**src/ingress_policing_pkg.sv**
```systemverilog
// Constants and carrier types for the ingress policing control block.
// Assumes a 20 MHz core clock and a word-indexed register port.
package ingress_policing_pkg;
    // Register indices as seen on the register port
    localparam logic [15:0] BCAST_LIMIT_CTRL_IDX = 16'h1848;
    localparam logic [15:0] VLAN_NONMEMBER_ADMIT_IDX = 16'h1849;
    localparam logic [15:0] INGRESS_METER_CFG_IDX = 16'h184a;
    localparam logic [15:0] METER_TABLE_CMD_IDX = 16'h184b;
    localparam logic [15:0] METER_TABLE_STATUS_IDX = 16'h184c;
    localparam logic [15:0] METER_TABLE_WDATA_IDX = 16'h184d;
    localparam logic [15:0] METER_TABLE_RDATA_IDX = 16'h184e;
    // Broadcast limit field positions
    localparam int BC_EN_BIT_P2 = 26;
    localparam int BC_EN_BIT_P1 = 17;
    localparam int BC_EN_BIT_P0 = 8;
    localparam int BC_LVL_LSB_P2 = 18;
    localparam int BC_LVL_LSB_P1 = 9;
    localparam int BC_LVL_LSB_P0 = 0;
    localparam logic [7:0] BC_LVL_RESET = 8'h02;
    localparam int BC_BYTES_PER_LVL = 64;
    // Broadcast interval: 1.72 ms in ns over a 50 ns clock
    localparam int BC_INTERVAL_NS = 1720000;
    localparam int CLK_PERIOD_NS = 50;
    localparam int BC_INTERVAL_CYC = BC_INTERVAL_NS / CLK_PERIOD_NS;
    // Meter configuration fields
    localparam int CFG_EN_BIT = 0;
    localparam int CFG_MODE_LSB = 1;
    // Command fields
    localparam int CMD_DIR_BIT = 7;
    localparam int CMD_TGT_LSB = 5;
    localparam int CMD_ADDR_LSB = 0;
    localparam int CIR_ENTRIES = 24;
    localparam int CIR_TICK_NS = 20;
    // Table reset values
    localparam logic [15:0] CIR_RESET = 16'h0014;
    localparam logic [15:0] BURST_RESET = 16'h0600;
    // Cycles the table access takes while pending is shown
    localparam int TABLE_ACCESS_CYC = 2;

    // Metering mode
    typedef enum logic [1:0]
    {
        MODE_PORT_PRIO = 2'b00,
        MODE_PORT_ONLY = 2'b01,
        MODE_PRIO_ONLY = 2'b10,
        MODE_RESERVED = 2'b11
    } meter_mode_t;

    // Table target
    typedef enum logic [1:0]
    {
        TGT_RESERVED = 2'b00,
        TGT_CIR = 2'b01,
        TGT_CBS = 2'b10,
        TGT_EBS = 2'b11
    } table_target_t;

    // Register port request
    typedef struct packed
    {
        logic wr;
        logic rd;
        logic [15:0] idx;
        logic [31:0] wdata;
    } reg_req_t;

    // Per-port broadcast input strobe
    typedef struct packed
    {
        logic valid;
        logic [1:0] port;
    } bcast_byte_t;
endpackage : ingress_policing_pkg

```
**src/ingress_policing_control.sv**
```systemverilog
// Ingress admission and policing control: registers, broadcast limiter,
// metering table with indirect command access.
// Assumes a single 20 MHz core clock and a synchronous register port.
`timescale 1ns/100ps
module ingress_policing_control
    import ingress_policing_pkg::*;
#(
    parameter int INTERVAL_CYC = BC_INTERVAL_CYC
)
(
    input wire logic core_clk_in,
    input wire logic nrst_in,
    input wire reg_req_t reg_req_in,
    input wire bcast_byte_t bcast_byte_in,
    input wire logic [1:0] pkt_port_in,
    input wire logic [4:0] pkt_prio_in,
    output logic [31:0] reg_rdata_out,
    output logic [2:0] bcast_drop_out,
    output logic [2:0] nonmember_admit_out,
    output logic meter_enable_out,
    output logic [15:0] pkt_rate_period_out
);
    localparam int ICW = $clog2(INTERVAL_CYC + 1);
    localparam int BCW = 8 + $clog2(BC_BYTES_PER_LVL) + 1;

    logic [26:0] bc_ctrl_q; // Broadcast limit register
    logic [2:0] admit_q; // Non-member admission bits
    logic [2:0] cfg_q; // Mode and metering enable
    logic [7:0] cmd_q; // Last command
    logic [15:0] wdata_q; // Table write data
    logic [15:0] rdata_q; // Table read result
    logic pending_q; // Operation pending
    logic [1:0] busy_cnt_q; // Access progress
    logic [15:0] cir_q [CIR_ENTRIES]; // Committed rate entries
    logic [15:0] cbs_q; // Committed burst
    logic [15:0] ebs_q; // Excess burst
    logic [ICW-1:0] ivl_cnt_q; // Interval timer
    logic [BCW-1:0] bc_cnt_q [3]; // Bytes seen per port
    logic [BCW-1:0] bc_nxt [3]; // Byte count after this cycle
    logic cmd_wr; // Command write strobe
    logic [2:0] bc_en; // Enable per port
    logic [7:0] bc_lvl [3]; // Level per port
    logic ivl_end; // Interval boundary
    logic [4:0] rate_idx; // Metering entry index

    assign cmd_wr = reg_req_in.wr && reg_req_in.idx == METER_TABLE_CMD_IDX;
    assign bc_en = {bc_ctrl_q[BC_EN_BIT_P2], bc_ctrl_q[BC_EN_BIT_P1],
                    bc_ctrl_q[BC_EN_BIT_P0]};
    assign bc_lvl[0] = bc_ctrl_q[BC_LVL_LSB_P0 +: 8];
    assign bc_lvl[1] = bc_ctrl_q[BC_LVL_LSB_P1 +: 8];
    assign bc_lvl[2] = bc_ctrl_q[BC_LVL_LSB_P2 +: 8];
    assign ivl_end = ivl_cnt_q == ICW'(INTERVAL_CYC - 1);

    // Configuration register writes
    always_ff @(posedge core_clk_in or negedge nrst_in)
    begin
        if (!nrst_in)
        begin
            bc_ctrl_q <= {1'b0, BC_LVL_RESET, 1'b0, BC_LVL_RESET, 1'b0,
                          BC_LVL_RESET};
            admit_q <= 3'h0;
            cfg_q <= 3'h0;
            wdata_q <= 16'h0000;
        end
        else if (reg_req_in.wr)
        begin
            case (reg_req_in.idx)
                BCAST_LIMIT_CTRL_IDX: bc_ctrl_q <= reg_req_in.wdata[26:0];
                VLAN_NONMEMBER_ADMIT_IDX: admit_q <= reg_req_in.wdata[2:0];
                INGRESS_METER_CFG_IDX: cfg_q <= reg_req_in.wdata[2:0];
                METER_TABLE_WDATA_IDX: wdata_q <= reg_req_in.wdata[15:0];
                default: ;
            endcase
        end
    end

    // Command capture and pending flag; a write while busy is ignored
    always_ff @(posedge core_clk_in or negedge nrst_in)
    begin
        if (!nrst_in)
        begin
            cmd_q <= 8'h00;
            pending_q <= 1'b0;
            busy_cnt_q <= 2'h0;
        end
        else if (cmd_wr && !pending_q)
        begin
            cmd_q <= reg_req_in.wdata[7:0];
            pending_q <= 1'b1;
            busy_cnt_q <= 2'(TABLE_ACCESS_CYC - 1);
        end
        else if (pending_q)
        begin
            if (busy_cnt_q == 2'h0)
                pending_q <= 1'b0;
            else
                busy_cnt_q <= busy_cnt_q - 2'h1;
        end
    end

    // Table access performed on the last pending cycle
    always_ff @(posedge core_clk_in or negedge nrst_in)
    begin
        if (!nrst_in)
        begin
            for (int i = 0; i < CIR_ENTRIES; i++)
                cir_q[i] <= CIR_RESET;
            cbs_q <= BURST_RESET;
            ebs_q <= BURST_RESET;
            rdata_q <= 16'h0000;
        end
        else if (pending_q && busy_cnt_q == 2'h0)
        begin
            if (cmd_q[CMD_DIR_BIT]) // read
            begin
                case (table_target_t'(cmd_q[CMD_TGT_LSB +: 2]))
                    TGT_CIR: rdata_q <= (cmd_q[4:0] < 5'(CIR_ENTRIES)) ?
                        cir_q[cmd_q[4:0]] : 16'h0000;
                    TGT_CBS: rdata_q <= cbs_q;
                    TGT_EBS: rdata_q <= ebs_q;
                    default: rdata_q <= 16'h0000;
                endcase
            end
            else
            begin
                case (table_target_t'(cmd_q[CMD_TGT_LSB +: 2]))
                    TGT_CIR:
                        if (cmd_q[4:0] < 5'(CIR_ENTRIES))
                            cir_q[cmd_q[4:0]] <= wdata_q;
                    TGT_CBS: cbs_q <= wdata_q;
                    TGT_EBS: ebs_q <= wdata_q;
                    default: ;
                endcase
            end
        end
    end

    // Register read data
    always_ff @(posedge core_clk_in or negedge nrst_in)
    begin
        if (!nrst_in)
            reg_rdata_out <= 32'h0000_0000;
        else if (reg_req_in.rd)
        begin
            case (reg_req_in.idx)
                BCAST_LIMIT_CTRL_IDX: reg_rdata_out <= {5'h00, bc_ctrl_q};
                VLAN_NONMEMBER_ADMIT_IDX: reg_rdata_out <= {29'h0, admit_q};
                INGRESS_METER_CFG_IDX: reg_rdata_out <= {29'h0, cfg_q};
                METER_TABLE_CMD_IDX: reg_rdata_out <= {24'h0, cmd_q};
                METER_TABLE_STATUS_IDX: reg_rdata_out <= {31'h0, pending_q};
                METER_TABLE_WDATA_IDX: reg_rdata_out <= {16'h0, wdata_q};
                METER_TABLE_RDATA_IDX: reg_rdata_out <= {16'h0, rdata_q};
                default: reg_rdata_out <= 32'h0000_0000;
            endcase
        end
    end

    // Interval timer for broadcast allowance
    always_ff @(posedge core_clk_in or negedge nrst_in)
    begin
        if (!nrst_in)
            ivl_cnt_q <= '0;
        else if (ivl_end)
            ivl_cnt_q <= '0;
        else
            ivl_cnt_q <= ivl_cnt_q + ICW'(1);
    end

    // Count including the byte arriving in this cycle, so the flag rises
    // right after the last allowed byte and not one byte later
    always_comb
    begin
        for (int p = 0; p < 3; p++)
        begin
            bc_nxt[p] = bc_cnt_q[p];
            if (bcast_byte_in.valid && bcast_byte_in.port == 2'(p)
                && bc_cnt_q[p] != '1)
                bc_nxt[p] = bc_cnt_q[p] + BCW'(1);
        end
    end

    // Broadcast byte counting and drop decision per port
    always_ff @(posedge core_clk_in or negedge nrst_in)
    begin
        if (!nrst_in)
        begin
            for (int p = 0; p < 3; p++)
                bc_cnt_q[p] <= '0;
            bcast_drop_out <= 3'h0;
        end
        else
        begin
            for (int p = 0; p < 3; p++)
            begin
                if (ivl_end)
                    bc_cnt_q[p] <= '0;
                else
                    bc_cnt_q[p] <= bc_nxt[p];
                // Drop once the byte count reaches level x 64
                bcast_drop_out[p] <= bc_en[p] && !ivl_end &&
                    bc_nxt[p] >= BCW'({bc_lvl[p], 6'h00});
            end
        end
    end

    // Entry index per metering mode
    always_comb
    begin
        case (meter_mode_t'(cfg_q[CFG_MODE_LSB +: 2]))
            MODE_PORT_PRIO:
                rate_idx = 5'({pkt_port_in, pkt_prio_in[2:0]});
            MODE_PORT_ONLY: rate_idx = {3'h0, pkt_port_in};
            MODE_PRIO_ONLY: rate_idx = pkt_prio_in;
            default: rate_idx = 5'h00;
        endcase
    end

    // Admission, enable and rate outputs
    always_ff @(posedge core_clk_in or negedge nrst_in)
    begin
        if (!nrst_in)
        begin
            nonmember_admit_out <= 3'h0;
            meter_enable_out <= 1'b0;
            pkt_rate_period_out <= 16'h0000;
        end
        else
        begin
            nonmember_admit_out <= admit_q;
            meter_enable_out <= cfg_q[CFG_EN_BIT];
            // Period in 20 ns ticks less one
            pkt_rate_period_out <= (rate_idx < 5'(CIR_ENTRIES)) ?
                cir_q[rate_idx] : 16'h0000;
        end
    end
endmodule : ingress_policing_control

```
**config.mk**
```make
export PLATFORM = sky130hd
export DESIGN_NAME = ingress_policing_control
export DESIGN_NICKNAME = d
export VERILOG_FILES = /design/src/ingress_policing_pkg.sv /design/src/ingress_policing_control.sv
export SDC_FILE = /design/constraint.sdc
export NUM_CORES = 1
export LEC_CHECK = 0
export BUFFER_PORTS_ARGS = -buffer_cell sky130_fd_sc_hd__buf_4
export CORE_MARGIN = 4
export CORE_UTILIZATION = 42
export CTS_CLUSTER_SIZE = 40
export DETAILED_ROUTE_END_ITERATION = 6
export PLACE_DENSITY = 0.54
export SETUP_SLACK_MARGIN = 0.02
export SLEW_MARGIN = 30
export SYNTH_ARGS = -nofsm -noshare
export SYNTH_HDL_FRONTEND = slang
export SYNTH_SLANG_ARGS = --single-unit
```
**constraint.sdc**
```tcl
create_clock -name core_clk_in -period 5.3 [get_ports core_clk_in]
set_clock_uncertainty 0.1 [all_clocks]
set_input_delay 1.06 -clock core_clk_in [delete_from_list [all_inputs] [get_ports core_clk_in]]
set_output_delay 1.06 -clock core_clk_in [all_outputs]
set_load 0.01 [all_outputs]
```
==> qor_table.md <==
| Result | Value |
| --- | --- |
| Run status | completed |
| Largest family of logic cells by synthesized area | multiplexers |
| Setup slack of the worst register-to-register path | 1920 ps |
| DIE HEIGHT | 280 um |
| Worst-case clock buffer depth | 3 |
| Port bufs | 106 |
| Number of nets still failing antenna checks after routing | 0 |
| Global route total overflow | 0 |
| Crit path to | rdata_q[4] |
| Setup repair after global routing missed its margin | false |
| Vias | 20,500 |
| Largest voltage drop on the vdd net | 0.196 mV |
| Crit Reg-Reg Endpoint | rdata_q[4] |
| Cell chosen for the clock root | clkbuf_16 |
| Remaining design rule violation count | 0 |
| Cts hold-fix bufs | 0 |
| # nets final | 2,486 |
| Standby leakage power | 0.0156 uW |
| Wire length of the first global-routing pass | 135,000 um |
| Sw Pwr | 2370 uW |
| Max_slew headroom | 32.6% |
| Clock tree from TritonCTS | done |
| Maximum number of pins on one net before global-route repair | 138 |
| Worst min-delay path category | in -> async |
| Top cells by area in the synthesized netlist | dfrtp_1 (44%), mux2_2 (17%), mux4_2 (12%), dfstp_2 (4.7%), nand2_1 (2.0%) |
| Share of synthesized registers carrying an async set or reset | 100% |
| Worst-path fanout max | 40 |
| Type of destination of the critical path | flop |
| Detailed-placement wirelength estimate | 55,900 um |
| Average routed wire per standard cell | 25.8 um |
| Critical path arrival | 3770 ps |
| Fraction of synthesized cell area in xor and xnor cells | 1.53% |
| Fraction of layout instances using a drive strength above 1 | 41.9% |
| Ports | 117 |
| Layout Area Growth over Synthesis | 13.1% |
| Highest clock frequency the design can meet | 296 MHz |
| Critical-path cell list | buf_4 -> mux4_2 -> a22oi_1 -> a31oi_1 -> a221o_1 |
| Compound-gate portion of the synthesized area | 5.53% |
| Number of gates resized after CTS | 0 |
| Routed WL | 87,800 um |
| Final slew viol count | 0 |
| Detailed-router iteration count before antenna repair | 5 |
| H-tree Lvls | 3 |
| Post-route setup TNS | 0 ps |
| Maxcap violations | 0 |
| Hold Fails Final Rpt | 0 |
| Kind of start point of the critical path | flop |
| Via count of the first global-routing pass | 21,500 |
| Post-layout util | 48.0% |
| Cell taking the most area after synthesis | dfrtp_1 |
| Sequential share of power | 46.2% |
| Register bit total from synthesis | 603 |
| Synth warn | 0 |
| Final Critical Period | 3380 ps |
| Overall global routing resource usage | 22.5% |
| Power Internal | 7910 uW |
| Total of fill cells in the finished design | 6,495 |
| Leading cell type by number of instances after synthesis | dfrtp_1 |
| Buffers and inverters on the worst path | 1 |
| Area of the core | 73,100 um^2 |
| Detail-routed via count per cell | 6.00 |
| Number of clock sinks | 603 |
| Sequential cell area fraction in the yosys report | 48.9% |
| Floorplan die area | 78,200 um^2 |
| Synth top area share | 44.2% |
| Post-synth EDFFs | 0 |
| Final weighted congestion of routability-driven global placement | 0.830 |
| Areal power density over the cells | 293 nW/um^2 |
| Setup crit start | cmd_q[0] |
| Type of the setup path with the least slack | reg -> reg |
| Synthesized netlist cell count | 2,350 |
| Fraction of the mapped netlist area in simple logic gates | 8.96% |
| Logic depth of the worst path, buffers included | 5 |
| Number of antenna violations at the first check in global routing | 1 |
| Part of the total power dissipated in the clock network | 49.1% |
| # rows | 99 |
| Period utilisation layout | 63.8% |
| Slew at the pin closest to its max-slew limit | 1010 ps |
| Part of the power in combinational logic | 4.7% |
| Antenna cells | 0 |
| Clock buffer count from CTS | 70 |
| Top delay family on crit path | flip-flops |
| Most used standard cells in the synthesized netlist | dfrtp_1 (548), mux2_2 (473), nand2_1 (168), mux4_2 (164), clkbuf_1 (97) |
| Adder-cell share of the synthesized area | 1.17% |
| Number of distinct library cell variants in the gate-level netlist after synthesis | 81 |
| Share of cell area taken by muxes after synthesis | 30.3% |
| Die Span X | 280 um |
| Cell area after synthesis | 31,000 um^2 |
| Register-to-Register Path Depth | 5 |
| Required arrival time at the worst endpoint | 5690 ps |
| Initial cell density of the core | 42.4% |
| Average cell area after synthesis | 13.2 um^2 |
| Top_reg_cell synth | dfrtp_1 |
| Startpoint of the worst-slack reg-to-reg timing path | cmd_q[0] |
| Total setup violations reported at the end of the flow | 0 |
| Slowest cell on the critical path | dfrtp_4 |
| Clock slew at the register clock pins of the worst setup and hold paths | 60 ps |
| Total setup buffers inserted after CTS | 0 |
| Switching Share | 23.0% |
| First-iteration detailed-routing DRC count | 1,568 |
| Worst hold slack across all endpoints | 234 ps |
| Clock latency on the worst-skew pair | 610 ps |
| Maximum single-stage delay on the critical path | 990 ps |
-- registers in the layout, indices dropped and copies added (netlist names), 27 cells and up --
signal and flops:
reg_rdata_out 27, bc_cnt_q 45, bc_ctrl_q 27, cir_q 384
-- logic make-up after synthesis --
family	after synthesis
mux	674
flops	603
simple gates	517
buf+inv	240
compound gates	232
xor+xnor	54
fa+ha+maj	29
other cells	1
-- power by group through the flow --
stage / Sequential [uW] / Clock (uW) / Combinational, uW
2_1_floorplan: 4800 / 0 / 262
3_3_place_gp: 4820 / 0 / 479
4_1_cts: 4740 / 5160 / 492
3_5_place_dp: 4820 / 0 / 491
6_report: 4740 / 5040 / 486
5_1_grt: 4750 / 5350 / 544
-- final cells by class --
class / count / area (um^2) / area share, %
repair buffers: 163 / 1330 / 3.78
well taps: 959 / 1200 / 3.42
inverters: 46 / 173 / 0.492
flip-flops and latches: 603 / 15200 / 43.3
multi-input cells: 1511 / 14800 / 42.2
clock buffers: 105 / 2090 / 5.95
clock inverters: 23 / 315 / 0.899
-- layout by cell type (no fill, tap or decap), drive strengths merged, types with 9 or more instances in the layout --
cell and count:
dfrtp 548, mux2 474, nand2 169, mux4 164, buf 163, clkbuf 105
nor2 102, nand3 85, a22oi 71, dfstp 55, inv 50, nand4 39
mux2i 36, o21ai 34, nor2b 31, xor2 30, ha 29, xnor2 24
a21oi 24, a31oi 19, o221ai 16, a221o 16, and3 14, nor3 12
nand2b 10, o41a 10, and4 9
-- how the worst min path moves through the flow --
stage | startpoint | endpoint | slack, ps
after floorplan | admit_q[1] | nonmember_admit_out[1] | 270
after global placement | cfg_q[0] | meter_enable_out | 290
after detailed placement | cfg_q[0] | meter_enable_out | 290
after CTS | admit_q[0] | nonmember_admit_out[0] | 300
after global routing | nrst_in | bc_ctrl_q[0] | 220
final | nrst_in | bc_ctrl_q[0] | 230
-- through the flow --
| stage | instance area [um^2] | power [uW] | cells | setup WS [ps] |
|---|---|---|---|---|
| 6_report | 35100 | 10300 | 3410 | 1920 |
| 5_1_grt | 35100 | 10600 | 3410 | 1630 |
| 4_1_cts | 35000 | 10400 | 3409 | 1860 |
| 3_5_place_dp | 32600 | 5310 | 3281 | 1370 |
| 3_3_place_gp | 32600 | 5300 | 3281 | 1360 |
| 2_1_floorplan | 31000 | 5060 | 2354 | 1900 |
-- routing by layer --
| layer | share of wire (%) | vias to the layer above | global-route usage, % | routed length, um |
|---|---|---|---|---|
| met4 | 3.4 | 0 | 7.39 | 2980 |
| met2 | 49 | 558 | 37.6 | 42900 |
| li1 | - | 8844 | - | - |
| met5 | 0 | - | 0 | 0 |
| met3 | 5.1 | 173 | 4.22 | 4450 |
| met1 | 43 | 10900 | 30.0 | 37500 |
Power figures use the tool's default switching activity.
